===== config.mk =====
export PLATFORM = sky130hd
export DESIGN_NAME = prlf_framer
export DESIGN_NICKNAME = d
export VERILOG_FILES = /design/src/rtl/prlf_pkg.sv /design/src/rtl/prlf_framer.sv
export SDC_FILE = /design/constraint.sdc
export NUM_CORES = 1
export LEC_CHECK = 0
export BUFFER_PORTS_ARGS = -buffer_cell sky130_fd_sc_hd__clkbuf_2
export CAP_MARGIN = 30
export CORE_MARGIN = 5
export CORE_UTILIZATION = 52
export DETAILED_ROUTE_END_ITERATION = 12
export PLACE_DENSITY = 0.75
export REMOVE_ABC_BUFFERS = 1
export SETUP_SLACK_MARGIN = 0.3
export SLEW_MARGIN = 10
export SYNTH_ARGS = -nofsm -noshare
export SYNTH_HDL_FRONTEND = slang
export SYNTH_SLANG_ARGS = --single-unit

===== constraint.sdc =====
create_clock -name MCLK -period 3.9 [get_ports MCLK]
set_input_delay 0.585 -clock MCLK [delete_from_list [all_inputs] [get_ports MCLK]]
set_output_delay 0.585 -clock MCLK [all_outputs]
set_load 0.1 [all_outputs]

===== src/rtl/prlf_pkg.sv =====
// Package of the primary rate layer-1 framer: register map, field positions,
// frame constants and the shared types. Assumes a 50 MHz system clock.
package prlf_pkg;
    // Register byte offsets on the AXI4-Lite slave.
    localparam logic [7:0] ADDR_CTRL = 8'h00;
    localparam logic [7:0] ADDR_STATUS = 8'h04;
    localparam logic [7:0] ADDR_MASK = 8'h08;
    localparam logic [7:0] ADDR_STATE = 8'h0C;
    // Control field positions.
    localparam int CTRL_CRC_DIS = 0;
    localparam int CTRL_NETWORK = 1;
    localparam int CTRL_DEFECT = 2;
    localparam int CTRL_LOOP4 = 3;
    localparam int CTRL_TS_LOOP = 4;
    localparam int CTRL_PRBS = 5;
    localparam int CTRL_TS_LSB = 8;
    localparam int CTRL_SA_LSB = 16;
    localparam logic [31:0] CTRL_RESET = 32'h001F0000;
    localparam logic [31:0] CTRL_MASK = 32'h001F1F3F;
    // Status event bits, cleared by writing a one.
    localparam int ST_AIS_ON = 0;
    localparam int ST_AIS_OFF = 1;
    localparam int ST_MFRAME = 2;
    localparam int ST_WIDTH = 3;
    localparam logic [1:0] RESP_OKAY = 2'h0;
    localparam logic [1:0] RESP_SLVERR = 2'h2;
    // Line rate against the system clock, used by the bit tick accumulator.
    localparam logic [16:0] LINE_RATE_KBPS = 17'h00800;
    localparam logic [16:0] MCLK_KHZ = 17'h0C350;
    // Timeslot 0 patterns, bit 1 of the octet is the leftmost.
    localparam logic [7:0] FAS_OCTET = 8'h1B;
    localparam logic [5:0] MFAS_BITS = 6'h0B;
    localparam logic [3:0] CRC_POLY = 4'h3;
    localparam logic [10:0] PRBS_SEED = 11'h7FF;
    // All-ones alarm detection window.
    localparam logic [8:0] AIS_LAST_BIT = 9'h1FF;
    localparam logic [1:0] AIS_MAX_ZEROS = 2'h2;

    typedef enum logic [1:0] {
        SYM_ZERO = 2'b00,
        SYM_ONE = 2'b01,
        SYM_B = 2'b10,
        SYM_V = 2'b11
    } prlf_sym_type;

    typedef enum logic {
        AIS_CLEAR = 1'b0,
        AIS_SEEN = 1'b1
    } prlf_ais_type;

    typedef struct packed {
        logic [4:0] sa;
        logic [4:0] test_ts;
        logic prbs;
        logic ts_loop;
        logic loop4;
        logic defect;
        logic network;
        logic crc_dis;
    } prlf_ctrl_type;
endpackage : prlf_pkg


===== src/rtl/prlf_framer.sv =====
// Primary rate framer: timeslot 0 generation, CRC-4, line coding, receive
// decoding, all-ones alarm detection, test facilities and an AXI4-Lite slave.
// Assumes the receive pins are aligned to the transmit bit timing (loop timed).
`timescale 1ns/1ns

module prlf_framer (
    input wire logic MCLK,
    input wire logic SRST,
    input wire logic [7:0] S_AXI_AWADDR,
    input wire logic S_AXI_AWVALID,
    output logic S_AXI_AWREADY,
    input wire logic [31:0] S_AXI_WDATA,
    input wire logic [3:0] S_AXI_WSTRB,
    input wire logic S_AXI_WVALID,
    output logic S_AXI_WREADY,
    output logic [1:0] S_AXI_BRESP,
    output logic S_AXI_BVALID,
    input wire logic S_AXI_BREADY,
    input wire logic [7:0] S_AXI_ARADDR,
    input wire logic S_AXI_ARVALID,
    output logic S_AXI_ARREADY,
    output logic [31:0] S_AXI_RDATA,
    output logic [1:0] S_AXI_RRESP,
    output logic S_AXI_RVALID,
    input wire logic S_AXI_RREADY,
    input wire logic PAYLOAD_IN,
    output logic PAYLOAD_STROBE,
    input wire logic RX_POS,
    input wire logic RX_NEG,
    output logic TX_POS,
    output logic TX_NEG,
    output logic AIS_ACTIVE,
    output logic REF_LOCK_EN,
    output logic IRQ
);
    logic [15:0] acc;
    logic [16:0] acc_sum;
    logic tick;
    logic [7:0] bit_pos;
    logic [3:0] frame_num;
    logic [31:0] ctrl_word;
    prlf_pkg::prlf_ctrl_type ctrl;
    logic [prlf_pkg::ST_WIDTH-1:0] status;
    logic [prlf_pkg::ST_WIDTH-1:0] mask;
    logic [prlf_pkg::ST_WIDTH-1:0] next_status;
    logic aw_got, w_got;
    logic [7:0] aw_addr;
    logic [31:0] w_data, w_bits;
    logic [3:0] crc, crc_hold, next_crc;
    logic [10:0] prbs;
    logic rx_pos_m, rx_pos_s, rx_neg_m, rx_neg_s;
    logic rx_last_pol;
    logic [3:0] rx_dly;
    logic rx_bit, rx_pulse, rx_viol;
    logic [8:0] win_cnt;
    logic [1:0] win_zeros;
    logic win_end, win_ok;
    prlf_pkg::prlf_ais_type ais_state;
    prlf_pkg::prlf_sym_type sym [0:3];
    prlf_pkg::prlf_sym_type next_sym [0:3];
    logic tx_pol, tx_par, next_par;
    logic tx_bit, crc_bit, ts0, even, payload, test_ts, e_bit;
    logic [2:0] idx;
    logic [1:0] c_idx;
    logic [2:0] zero_run;

    assign ctrl = prlf_ctrl_type_from(ctrl_word);
    assign ts0 = (bit_pos[7:3] == 5'h00);
    assign idx = bit_pos[2:0];
    assign even = ~frame_num[0];
    assign c_idx = frame_num[2:1];
    assign test_ts = (bit_pos[7:3] == ctrl.test_ts) && !ts0;
    assign acc_sum = {1'b0, acc} + prlf_pkg::LINE_RATE_KBPS;

    function automatic prlf_pkg::prlf_ctrl_type prlf_ctrl_type_from(input logic [31:0] w);
        prlf_pkg::prlf_ctrl_type c;
        c.sa = w[prlf_pkg::CTRL_SA_LSB +: 5];
        c.test_ts = w[prlf_pkg::CTRL_TS_LSB +: 5];
        c.prbs = w[prlf_pkg::CTRL_PRBS];
        c.ts_loop = w[prlf_pkg::CTRL_TS_LOOP];
        c.loop4 = w[prlf_pkg::CTRL_LOOP4];
        c.defect = w[prlf_pkg::CTRL_DEFECT];
        c.network = w[prlf_pkg::CTRL_NETWORK];
        c.crc_dis = w[prlf_pkg::CTRL_CRC_DIS];
        return c;
    endfunction : prlf_ctrl_type_from

    // Fractional divider: one line bit per tick, 2048 ticks per 50000 clocks on average.
    always_ff @(posedge MCLK) begin
        if (SRST) begin
            acc <= 16'h0000;
            tick <= 1'b0;
        end else if (acc_sum >= prlf_pkg::MCLK_KHZ) begin
            acc <= 16'(acc_sum - prlf_pkg::MCLK_KHZ);
            tick <= 1'b1;
        end else begin
            acc <= acc_sum[15:0];
            tick <= 1'b0;
        end
    end

    // Bit and frame position; frames 0 to 7 and 8 to 15 are the two sub-multiframes.
    always_ff @(posedge MCLK) begin
        if (SRST) begin
            bit_pos <= 8'h00;
            frame_num <= 4'h0;
        end else if (tick) begin
            bit_pos <= bit_pos + 8'h01;
            if (bit_pos == 8'hFF) begin
                frame_num <= frame_num + 4'h1;
            end
        end
    end

    // Remote alarm follows the defect control alone; E bits follow the defect control and the side.
    always_comb begin
        e_bit = !(ctrl.network && ctrl.defect);
    end

    // Payload source for timeslots 1 to 31, test facilities take precedence.
    always_comb begin
        payload = PAYLOAD_IN;
        if (ctrl.loop4) begin
            payload = rx_bit;
        end else if (test_ts && ctrl.prbs) begin
            payload = prbs[10];
        end else if (test_ts && ctrl.ts_loop) begin
            payload = rx_bit;
        end
    end

    // Bit to send at the current position.
    always_comb begin
        tx_bit = payload;
        if (ts0 && even) begin
            if (idx == 3'h0) begin
                tx_bit = ctrl.crc_dis ? 1'b1 : crc_hold[2'h3 - c_idx];
            end else begin
                tx_bit = prlf_pkg::FAS_OCTET[3'h7 - idx];
            end
        end else if (ts0) begin
            if (idx == 3'h0) begin
                if (ctrl.crc_dis) begin
                    tx_bit = 1'b1;
                end else if (frame_num[3:1] < 3'h6) begin
                    tx_bit = prlf_pkg::MFAS_BITS[3'h5 - frame_num[3:1]];
                end else begin
                    tx_bit = e_bit;
                end
            end else if (idx == 3'h1) begin
                tx_bit = 1'b1;
            end else if (idx == 3'h2) begin
                tx_bit = ctrl.defect;
            end else begin
                tx_bit = ctrl.sa[3'h7 - idx];
            end
        end
        crc_bit = (ts0 && even && idx == 3'h0) ? 1'b0 : tx_bit;
        next_crc = {crc[2:0], 1'b0} ^ ((crc_bit ^ crc[3]) ? prlf_pkg::CRC_POLY : 4'h0);
    end

    always_ff @(posedge MCLK) begin
        if (SRST) begin
            crc <= 4'h0;
            crc_hold <= 4'h0;
        end else if (tick && bit_pos == 8'hFF && frame_num[2:0] == 3'h7) begin
            crc_hold <= next_crc;
            crc <= 4'h0;
        end else if (tick) begin
            crc <= next_crc;
        end
    end

    // PRBS advances only inside the chosen timeslot
    always_ff @(posedge MCLK) begin
        if (SRST) begin
            prbs <= prlf_pkg::PRBS_SEED;
        end else if (tick && test_ts) begin
            prbs <= {prbs[9:0], prbs[10] ^ prbs[8]};
        end
    end

    // payload taken in timeslots 1 to 31
    always_ff @(posedge MCLK) begin
        if (SRST) begin
            PAYLOAD_STROBE <= 1'b0;
        end else begin
            PAYLOAD_STROBE <= tick && !ts0;
        end
    end

    // Line coder: four symbols are held back so a zero run can be rewritten.
    always_comb begin
        next_par = tx_par;
        if (sym[3] == prlf_pkg::SYM_ONE || sym[3] == prlf_pkg::SYM_B) begin
            next_par = ~tx_par;
        end else if (sym[3] == prlf_pkg::SYM_V) begin
            next_par = 1'b0;
        end
        next_sym[3] = sym[2];
        next_sym[2] = sym[1];
        next_sym[1] = sym[0];
        next_sym[0] = tx_bit ? prlf_pkg::SYM_ONE : prlf_pkg::SYM_ZERO;
        if (next_sym[0] == prlf_pkg::SYM_ZERO && next_sym[1] == prlf_pkg::SYM_ZERO &&
            next_sym[2] == prlf_pkg::SYM_ZERO && next_sym[3] == prlf_pkg::SYM_ZERO) begin
            next_sym[0] = prlf_pkg::SYM_V;
            next_sym[3] = next_par ? prlf_pkg::SYM_ZERO : prlf_pkg::SYM_B;
        end
    end

    always_ff @(posedge MCLK) begin
        if (SRST) begin
            for (int i = 0; i < 4; i++) begin
                sym[i] <= prlf_pkg::SYM_ONE;
            end
            tx_pol <= 1'b0;
            tx_par <= 1'b0;
            TX_POS <= 1'b0;
            TX_NEG <= 1'b0;
        end else if (tick) begin
            for (int i = 0; i < 4; i++) begin
                sym[i] <= next_sym[i];
            end
            tx_par <= next_par;
            TX_POS <= 1'b0;
            TX_NEG <= 1'b0;
            if (sym[3] == prlf_pkg::SYM_ONE || sym[3] == prlf_pkg::SYM_B) begin
                tx_pol <= ~tx_pol;
                TX_POS <= ~tx_pol;
                TX_NEG <= tx_pol;
            end else if (sym[3] == prlf_pkg::SYM_V) begin
                TX_POS <= tx_pol;
                TX_NEG <= ~tx_pol;
            end
        end
    end

    // Two-stage synchronisers for the receive pins.
    always_ff @(posedge MCLK) begin
        if (SRST) begin
            rx_pos_m <= 1'b0;
            rx_pos_s <= 1'b0;
            rx_neg_m <= 1'b0;
            rx_neg_s <= 1'b0;
        end else begin
            rx_pos_m <= RX_POS;
            rx_pos_s <= rx_pos_m;
            rx_neg_m <= RX_NEG;
            rx_neg_s <= rx_neg_m;
        end
    end

    assign rx_pulse = rx_pos_s | rx_neg_s;
    assign rx_viol = rx_pulse && (rx_pos_s == rx_last_pol);
    assign rx_bit = rx_dly[3];

    // decoder removes substitutions: a violation clears itself and the B three bits back.
    always_ff @(posedge MCLK) begin
        if (SRST) begin
            rx_last_pol <= 1'b0;
            rx_dly <= 4'h0;
        end else if (tick) begin
            if (rx_pulse) begin
                rx_last_pol <= rx_pos_s;
            end
            rx_dly <= rx_viol ? 4'h0 : {rx_dly[2:0], rx_pulse};
        end
    end

    // zero count over 512-bit windows, pulses of either polarity count as ones
    assign win_end = tick && (win_cnt == prlf_pkg::AIS_LAST_BIT);
    assign win_ok = (win_zeros + {1'b0, !rx_pulse && win_zeros != 2'h3}) <= prlf_pkg::AIS_MAX_ZEROS;
    always_ff @(posedge MCLK) begin
        if (SRST) begin
            win_cnt <= 9'h000;
            win_zeros <= 2'h0;
        end else if (win_end) begin
            win_cnt <= 9'h000;
            win_zeros <= 2'h0;
        end else if (tick) begin
            win_cnt <= win_cnt + 9'h001;
            if (!rx_pulse && win_zeros != 2'h3) begin
                win_zeros <= win_zeros + 2'h1;
            end
        end
    end

    // Alarm state is decided once per window, so a few ppm of rate offset only shifts windows.
    always_ff @(posedge MCLK) begin
        if (SRST) begin
            ais_state <= prlf_pkg::AIS_CLEAR;
        end else if (win_end) begin
            case (ais_state)
                prlf_pkg::AIS_CLEAR: ais_state <= win_ok ? prlf_pkg::AIS_SEEN : prlf_pkg::AIS_CLEAR;
                prlf_pkg::AIS_SEEN: ais_state <= win_ok ? prlf_pkg::AIS_SEEN : prlf_pkg::AIS_CLEAR;
                default: ais_state <= prlf_pkg::AIS_CLEAR;
            endcase
        end
    end

    always_ff @(posedge MCLK) begin
        if (SRST) begin
            AIS_ACTIVE <= 1'b0;
            REF_LOCK_EN <= 1'b0;
        end else begin
            AIS_ACTIVE <= (ais_state == prlf_pkg::AIS_SEEN);
            REF_LOCK_EN <= (ais_state == prlf_pkg::AIS_CLEAR);
        end
    end

    // Sticky events; a new event in the clearing cycle survives the clear.
    always_comb begin
        next_status = status;
        if (aw_got && w_got && !S_AXI_BVALID && aw_addr == prlf_pkg::ADDR_STATUS) begin
            next_status = status & ~w_bits[prlf_pkg::ST_WIDTH-1:0];
        end
        next_status[prlf_pkg::ST_AIS_ON] |= AIS_ACTIVE == 1'b0 && ais_state == prlf_pkg::AIS_SEEN;
        next_status[prlf_pkg::ST_AIS_OFF] |= AIS_ACTIVE == 1'b1 && ais_state == prlf_pkg::AIS_CLEAR;
        next_status[prlf_pkg::ST_MFRAME] |= tick && bit_pos == 8'hFF && frame_num == 4'hF;
    end

    // Write data with unstrobed bytes zeroed at capture; its ones clear the matching status bits.
    assign w_bits = w_data;

    // AXI4-Lite write path: address and data taken in either order, one write at a time.
    always_ff @(posedge MCLK) begin
        if (SRST) begin
            S_AXI_AWREADY <= 1'b0;
            S_AXI_WREADY <= 1'b0;
            S_AXI_BVALID <= 1'b0;
            S_AXI_BRESP <= prlf_pkg::RESP_OKAY;
            aw_got <= 1'b0;
            w_got <= 1'b0;
            aw_addr <= 8'h00;
            w_data <= 32'h00000000;
            ctrl_word <= prlf_pkg::CTRL_RESET;
            mask <= '0;
        end else begin
            S_AXI_AWREADY <= S_AXI_AWVALID && !S_AXI_AWREADY && !aw_got && !S_AXI_BVALID;
            S_AXI_WREADY <= S_AXI_WVALID && !S_AXI_WREADY && !w_got && !S_AXI_BVALID;
            if (S_AXI_AWVALID && S_AXI_AWREADY) begin
                aw_got <= 1'b1;
                aw_addr <= S_AXI_AWADDR;
            end
            if (S_AXI_WVALID && S_AXI_WREADY) begin
                w_got <= 1'b1;
                for (int b = 0; b < 4; b++) begin
                    w_data[b*8 +: 8] <= S_AXI_WSTRB[b] ? S_AXI_WDATA[b*8 +: 8] : 8'h00;
                end
            end
            if (aw_got && w_got && !S_AXI_BVALID) begin
                aw_got <= 1'b0;
                w_got <= 1'b0;
                S_AXI_BVALID <= 1'b1;
                S_AXI_BRESP <= prlf_pkg::RESP_OKAY;
                if (aw_addr == prlf_pkg::ADDR_CTRL) begin
                    ctrl_word <= w_data & prlf_pkg::CTRL_MASK;
                end else if (aw_addr == prlf_pkg::ADDR_MASK) begin
                    mask <= w_data[prlf_pkg::ST_WIDTH-1:0];
                end else if (aw_addr != prlf_pkg::ADDR_STATUS && aw_addr != prlf_pkg::ADDR_STATE) begin
                    S_AXI_BRESP <= prlf_pkg::RESP_SLVERR;
                end
            end else if (S_AXI_BVALID && S_AXI_BREADY) begin
                S_AXI_BVALID <= 1'b0;
            end
        end
    end

    // AXI4-Lite read path; unmapped addresses answer with SLVERR and zero data.
    always_ff @(posedge MCLK) begin
        if (SRST) begin
            S_AXI_ARREADY <= 1'b0;
            S_AXI_RVALID <= 1'b0;
            S_AXI_RDATA <= 32'h00000000;
            S_AXI_RRESP <= prlf_pkg::RESP_OKAY;
        end else begin
            S_AXI_ARREADY <= S_AXI_ARVALID && !S_AXI_ARREADY && !S_AXI_RVALID;
            if (S_AXI_ARVALID && S_AXI_ARREADY) begin
                S_AXI_RVALID <= 1'b1;
                S_AXI_RRESP <= prlf_pkg::RESP_OKAY;
                if (S_AXI_ARADDR == prlf_pkg::ADDR_CTRL) begin
                    S_AXI_RDATA <= ctrl_word;
                end else if (S_AXI_ARADDR == prlf_pkg::ADDR_STATUS) begin
                    S_AXI_RDATA <= {29'h0, status};
                end else if (S_AXI_ARADDR == prlf_pkg::ADDR_MASK) begin
                    S_AXI_RDATA <= {29'h0, mask};
                end else if (S_AXI_ARADDR == prlf_pkg::ADDR_STATE) begin
                    S_AXI_RDATA <= {16'h0, bit_pos, frame_num, 3'h0, AIS_ACTIVE};
                end else begin
                    S_AXI_RDATA <= 32'h00000000;
                    S_AXI_RRESP <= prlf_pkg::RESP_SLVERR;
                end
            end else if (S_AXI_RVALID && S_AXI_RREADY) begin
                S_AXI_RVALID <= 1'b0;
            end
        end
    end

    // Status register and level interrupt from unmasked events.
    always_ff @(posedge MCLK) begin
        if (SRST) begin
            status <= '0;
            IRQ <= 1'b0;
        end else begin
            status <= next_status;
            IRQ <= |(next_status & mask);
        end
    end

    // Helper for the checks: line ticks since the last pulse.
    always_ff @(posedge MCLK) begin
        if (SRST) begin
            zero_run <= 3'h0;
        end else if (tick) begin
            zero_run <= (sym[3] == prlf_pkg::SYM_ZERO) ? zero_run + 3'h1 : 3'h0;
        end
    end
endmodule : prlf_framer


=== Word level (Yosys, flattened, before mapping) ===
Memory sizes are Yosys's and may differ from the RTL's.
Index checks and enable logic that the tools add are counted.

* Bits in read-only memories: 16
* Memory bits (writable): 8
* Register bits after elaboration: 171
* Memories kept: 3
* Bits in latches: 0
* Logic and storage cells: 226

{| class="wikitable"
|+ Memories
! memory !! depth !! width !! rd ports !! clocked after Yosys merged registers in !! write ports !! line !! source
|-
| (name not given) || 8 || 1 || 1 || 0 || 0 || prlf_framer.sv:146 || <nowiki>tx_bit = prlf_pkg::MFAS_BITS[3'h5 - frame_num[3:1]];</nowiki>
|-
| (name not given) || 8 || 1 || 1 || 0 || 0 || prlf_framer.sv:139 || <nowiki>tx_bit = prlf_pkg::FAS_OCTET[3'h7 - idx];</nowiki>
|-
| sym || 4 || 2 || 4 || 0 || 4 || prlf_framer.sv:59 || <nowiki>prlf_pkg::prlf_sym_type sym [0:3];</nowiki>
|}

* $add $sub $neg: 10
* Shifts and indexed selects: 0
* Bitwise logic cells: 20
* Muxes and demuxes: 62
* Equal/unequal tests: 19
* Divide/modulo/power cells: 0
* Reduce and logical (&&, ||, !) cells: 67
* $mul: 0
* $lt $le $gt $ge: 6

{| class="wikitable"
|+ Operator list
! kind !! count
|-
| two-way mux 16 bit || 4
|-
| logical AND 1 bit || 36
|-
| two-way mux 1 bit || 35
|-
| two-way mux 2 bit || 15
|-
| == test 8 x 4 -> 1 bit (second input constant) || 3
|-
| two-way mux 21 bit || 1
|-
| adder 16 x 12 -> 17 bit (second input constant) || 1
|-
| greater-or-equal comparator 17 x 16 -> 1 bit (second input constant) || 1
|-
| == test 8 x 3 -> 1 bit (second input constant) || 2
|-
| logical NOT 8 bit || 2
|-
| two-way mux 8 bit || 2
|-
| subtractor 16 bit (second input constant) || 1
|-
| logical NOT 1 bit || 10
|-
| AND reduction 2 bit || 5
|-
| adder 9 x 1 -> 9 bit (second input constant) || 1
|-
| == test 9 bit (second input constant) || 1
|-
| adder 8 x 1 -> 8 bit (second input constant) || 1
|-
| == test 8 bit (second input constant) || 1
|-
| logical NOT 2 bit || 4
|-
| < comparator 3 x 4 -> 1 bit (second input constant) || 2
|-
| inequality test 8 x 3 -> 1 bit (second input constant) || 1
|-
| inequality test 8 x 4 -> 1 bit (second input constant) || 1
|-
| bitwise OR 1 bit || 8
|-
| bitwise AND 3 bit || 2
|-
| other kinds (33) || 44
|}

=== Longest topological paths before layout ===
* Word-level depth: 16
* Gate-level depth with buffers: 10
* Gate-level depth less buffers: 9

=== Worst setup path after synthesis ===
OpenSTA, ideal clock, no wires.

* Kind: reg-to-reg
* Start: register S_AXI_BVALID
* End: register ctrl_word[16]
* Arrival: 2.177 ns
* Required time: 3.778 ns
* Slack: 1.601 ns
* Cell stages (with the launch flop): 8
* Clock period less this slack: 2.299 ns
* Path through: dfxtp_1 nand3b_1 or4_4 or3_1 buf_2 buf_6 nand2_1 nand3b_1

* Longest elaborated chain between the ends: 3

{| class="wikitable"
|+ Ends and longest elaborated chain
! item !! line !! source
|-
| start, declared || prlf_framer.sv:17 || <nowiki>output logic S_AXI_BVALID,</nowiki>
|-
| start signal, assigned || prlf_framer.sv:330 || <nowiki>S_AXI_BVALID <= 1'b0;</nowiki>
|-
| start signal, assigned || prlf_framer.sv:354 || <nowiki>S_AXI_BVALID <= 1'b1;</nowiki>
|-
| start signal, assigned || prlf_framer.sv:364 || <nowiki>S_AXI_BVALID <= 1'b0;</nowiki>
|-
| logical NOT 1 bit || prlf_framer.sv:351 || <nowiki>if (aw_got && w_got && !S_AXI_BVALID) begin</nowiki>
|-
| logical AND 1 bit || prlf_framer.sv:351 ||
|-
| AND reduction 2 bit (no line) || - ||
|-
| end signal, assigned || prlf_framer.sv:336 || <nowiki>ctrl_word <= prlf_pkg::CTRL_RESET;</nowiki>
|-
| end signal, assigned || prlf_framer.sv:357 || <nowiki>ctrl_word <= w_data & prlf_pkg::CTRL_MASK;</nowiki>
|-
| end, declared || prlf_framer.sv:41 || <nowiki>logic [31:0] ctrl_word;</nowiki>
|}

No other way between the ends.
A chain may end at the register's enable or synchronous reset.

=== Worst setup path in the final report ===
* Start: register bit_pos[0]
* End: register crc_hold[0]

* Longest elaborated chain between the ends: 12
* Elaborated cells on any way between the ends: 22
* Classes of those cells: 1 x add/sub; 3 x eq/ne; 11 x mux; 2 x bitwise; 4 x reduce/logical; 1 x memory

{| class="wikitable"
|+ Ends and longest elaborated chain
! item !! line !! source
|-
| start, declared || prlf_framer.sv:39 || <nowiki>logic [7:0] bit_pos;</nowiki>
|-
| start signal, assigned || prlf_framer.sv:108 || <nowiki>bit_pos <= bit_pos + 8'h01;</nowiki>
|-
| subtractor 3 bit || prlf_framer.sv:139, prlf_framer.sv:155 ||
|-
| binary-select mux 1 bit (select 3 bit) || prlf_framer.sv:155 || <nowiki>tx_bit = ctrl.sa[3'h7 - idx];</nowiki>
|-
| two-way mux 1 bit (implied by the code) || prlf_framer.sv:155 ||
|-
| two-way mux 1 bit || prlf_framer.sv:152 || <nowiki>end else if (idx == 3'h2) begin</nowiki>
|-
| two-way mux 1 bit || prlf_framer.sv:150 || <nowiki>end else if (idx == 3'h1) begin</nowiki>
|-
| two-way mux 1 bit || prlf_framer.sv:142 || <nowiki>if (idx == 3'h0) begin</nowiki>
|-
| two-way mux 1 bit || prlf_framer.sv:141 || <nowiki>end else if (ts0) begin</nowiki>
|-
| two-way mux 1 bit || prlf_framer.sv:135 || <nowiki>if (ts0 && even) begin</nowiki>
|-
| two-way mux 1 bit || prlf_framer.sv:158 || <nowiki>crc_bit = (ts0 && even && idx == 3'h0) ? 1'b0 : tx_bit;</nowiki>
|-
| XOR 1 bit || prlf_framer.sv:159 || <nowiki>next_crc = {crc[2:0], 1'b0} ^ ((crc_bit ^ crc[3]) ? prlf_pkg::CRC_POLY : 4'h0);</nowiki>
|-
| two-way mux 2 bit || prlf_framer.sv:159 ||
|-
| XOR 4 x 2 -> 4 bit || prlf_framer.sv:159 ||
|-
| end signal, assigned || prlf_framer.sv:167 || <nowiki>crc_hold <= next_crc;</nowiki>
|-
| end, declared || prlf_framer.sv:49 || <nowiki>logic [3:0] crc, crc_hold, next_crc;</nowiki>
|}

Parallel ways exist; a longest one is shown, timed or not. The select of a mux whose other input is x is not followed.

==> summary.txt <==
count of standard-cell rows: 41
total global routing track utilization: 0.193
post-CTS repair timing setup buffer count: 0
fraction of layout instances using a drive strength above 1: 0.147
total power density per cell area: 452 nW/µm²
count of unique library cells instantiated by Yosys: 58
filler cell count: 1,164
path type of the worst setup path: register to register
synthesized netlist cell count: 782
unrepaired setup endpoints after global routing: no
most common library cell in the layout ignoring fill and taps: sky130_fd_sc_hd__dfxtp_1
post-route fraction of the period consumed by the critical path: 0.629
clock tree root buffer cell: sky130_fd_sc_hd__clkbuf_16
initial standard-cell utilization of the core: 0.536
port buffer count: 78
worst slew pin tran: 903 ps
maximum vdd drop: 0.276 mV
floorplan die area: 15,500 µm²
combined flip-flop and latch cell area: 3220 µm²
Die Width: 124 µm
number of global-route vias before repair: 5,375
Worst path slowest cell: sky130_fd_sc_hd__dfxtp_1
type of the worst min-delay path: input pin to register
Vert. Die Dim: 124 µm
first-pass GRT wire length: 25,300 µm
outcome: complete, no violations
netlist area before placement: 6820 µm²
biggest cell delay along the critical path: 550 ps
initial antenna violation count: 0
maximum number of pins on one net before global-route repair: 55
Tot Pwr: 0.00353 W
Total Nets Final: 915
ant diodes: 0
routed vias: 5,575
area post-placement: 7230 µm²
worst path required time: 4230 ps
shortest clock period the worst path allows after layout: 2450 ps
count of endpoints failing setup in the final report: 0
HPWL after DPL: 10,300 µm
number of H-tree levels: 4
area of the core: 12,700 µm²
commonest cells after routing, fill and taps aside: sky130_fd_sc_hd__dfxtp_1, sky130_fd_sc_hd__nand2_1, sky130_fd_sc_hd__nor2_1
synthesized area divided by synthesized cell count: 8.72 µm²
Post-synth top flop: sky130_fd_sc_hd__dfxtp_1
post-synthesis async set-or-reset flop share: 0
drt first pass iters: 5
Max-Cap Viols: 0
antenna-violating nets left: 0
P_leak: 3.07 nW
pins over their slew limit: 0
Max Clock Freq: 408 MHz
post-cts hold buffer count: 0
headroom to the max-slew limit: 0.396
area added between synthesis and finish: 14.6%
Routed Wire Length: 14,600 µm
number of sinks driven by the clock tree: 157
count of final hold-check violations: 0
final-layout setup total negative slack: 0 ps
fraction of the yosys area taken by sequential cells: 0.473
Worst Clk Skew: 5.18 ps
Synth Warn #: 0
worst setup slack before clock tree synthesis: 1450 ps
cell area after layout: 7810 µm²
post-DR wirelength/cell: 14.3 µm
aggregate global routing overflow: 0
kind of start point of the critical path: register
CTS clk-pin slew, worst paths: 60 ps
data arrival time of the critical path: 2780 ps
RePlAce Congestion: 0.809
area of combinational cells with multiple inputs: 3290 µm²
clock tree from TritonCTS: built
category of the worst setup path capture point: register
clock network latency to the later pin of the worst-skew pair: 420 ps
ports placed on the boundary: 109
cells resized by post-CTS repair: 0
area share of the largest cell type after synthesis: 0.438
synthesized flop and latch total: 157
residual DRC count: 0
Max Buffers Root-to-Sink: 2
largest fanout on the critical path: 9
number of enable flip-flop cells after synthesis: 8
CTS Buf Count: 17
CP cell instances: inv_1 -> ha_1 -> a2111oi_0 -> nor4_1 -> a211o_1 -> o31a_2 -> xnor2_1 -> a211oi_1
detail-routed via count per cell: 5.47
cell type with the largest total area after synthesis: sky130_fd_sc_hd__dfxtp_1
setup ws final: 1450 ps
Initial DRC Count: 312
top cells by area, synth: sky130_fd_sc_hd__dfxtp_1, sky130_fd_sc_hd__nand2_1, sky130_fd_sc_hd__a21oi_1, sky130_fd_sc_hd__nor2_1, sky130_fd_sc_hd__nand3_1
-- flip-flops by register name (all words and copies together) (netlist names), 2 cells and up --
register,count
w_bits,16
status,3
sym,8
crc,4
mask,3
win_zeros,2
ctrl_word,16
aw_addr,8
frame_num,4
rx_dly,4
acc,12
crc_hold,4
prbs,11
bit_pos,8
win_cnt,9
S_AXI_RDATA,21
-- report_power, final --
group	internal, W	leakage (nW)	total [W]	switching (W)
combinational	0.0000484	1.50	0.000227	0.000178
clock	0.00104	0.293	0.00165	0.000606
sequential	0.00164	1.27	0.00165	0.0000170
total	0.00273	3.07	0.00353	0.000801
-- path summary, 6_finish.rpt --
| kind | start | end | slack, ps | depth (start not counted) |
|---|---|---|---|---|
| setup / recovery | bit_pos[0] | crc_hold[0] | 1450 | 8 |
| hold / removal | RX_NEG | rx_neg_m | 380 | 2 |
| setup reg to reg | bit_pos[0] | crc_hold[0] | 1450 | 8 |
| hold reg to reg | rx_neg_m | rx_neg_s | 440 | 1 |
-- cells in the mapped netlist (2+ instances only) --
cell / number
sky130_fd_sc_hd__a211oi_1: 3
sky130_fd_sc_hd__buf_4: 13
sky130_fd_sc_hd__ha_1: 15
sky130_fd_sc_hd__o21ai_0: 17
sky130_fd_sc_hd__or2_2: 3
sky130_fd_sc_hd__nand2_1: 103
sky130_fd_sc_hd__nor2_1: 80
sky130_fd_sc_hd__dfxtp_1: 149
sky130_fd_sc_hd__a21oi_1: 75
sky130_fd_sc_hd__o31ai_1: 2
sky130_fd_sc_hd__nand3b_1: 13
sky130_fd_sc_hd__nand4_1: 8
sky130_fd_sc_hd__a22oi_1: 5
sky130_fd_sc_hd__mux4_2: 3
sky130_fd_sc_hd__or3_1: 9
sky130_fd_sc_hd__a221oi_1: 8
sky130_fd_sc_hd__nor4_1: 4
sky130_fd_sc_hd__a22o_1: 4
sky130_fd_sc_hd__nand3_1: 48
sky130_fd_sc_hd__nor2b_1: 11
sky130_fd_sc_hd__nor3_1: 16
sky130_fd_sc_hd__edfxtp_1: 8
sky130_fd_sc_hd__a21bo_2: 3
sky130_fd_sc_hd__a211o_1: 14
sky130_fd_sc_hd__and2_1: 8
sky130_fd_sc_hd__mux2i_1: 13
sky130_fd_sc_hd__buf_1: 9
sky130_fd_sc_hd__inv_1: 19
sky130_fd_sc_hd__xor2_1: 14
sky130_fd_sc_hd__xnor2_1: 17
sky130_fd_sc_hd__nor4b_1: 4
sky130_fd_sc_hd__nand2b_1: 16
sky130_fd_sc_hd__and3_1: 3
sky130_fd_sc_hd__nor3b_1: 4
sky130_fd_sc_hd__clkbuf_1: 30
sky130_fd_sc_hd__buf_2: 5
sky130_fd_sc_hd__a311oi_1: 4
sky130_fd_sc_hd__a31oi_1: 2
-- final cells by class --
cell class | instances | area share
Clock buffer | 21 | 0.0604
Clock inverter | 8 | 0.0147
Inverter | 19 | 0.00913
Multi-Input combinational cell | 560 | 0.421
Sequential cell | 157 | 0.412
Tap cell | 172 | 0.0275
Timing Repair Buffer | 83 | 0.0551
-- metrics by stage --
stage | cells | hold slack (ps) | utilization
after floorplan | 736 | 414 | -
after global placement | 991 | 430 | 0.568
after detailed placement | 991 | 428 | 0.568
after CTS | 1020 | 383 | 0.614
after global routing | 1020 | 395 | 0.614
final | 1020 | 384 | 0.614
-- per-layer routing --
metal	wire [µm]	GRT usage
met5	0	0
met3	561	0.0416
met2	7080	0.315
met4	256	0.0703
met1	6690	0.252
-- critical path, delay by kind of cell, from the launching register on --
family	cells	cell delay, ps
buffers and inverters	1	130
xor gates and xnor gates	1	160
and+or+nand+nor	1	100
DFF	1	550
adders and majority gates	1	230
AOI/OAI and AO/OA	4	1190
-- logic make-up (layout without fill, tap and decap cells) --
logic type	Yosys count	after routing	share of synthesized area
buffers and inverters	77	131	0.0516
flip-flops	157	157	0.473
other	1	13	0.000550
AND/OR/NAND/NOR	337	337	0.242
multiplexers	16	16	0.0290
XOR/XNOR	31	31	0.0398
adder cells (fa/ha/maj)	15	15	0.0275
AO/OA/AOI/OAI	148	148	0.137
No activity file was read; power rests on OpenSTA's default activity.
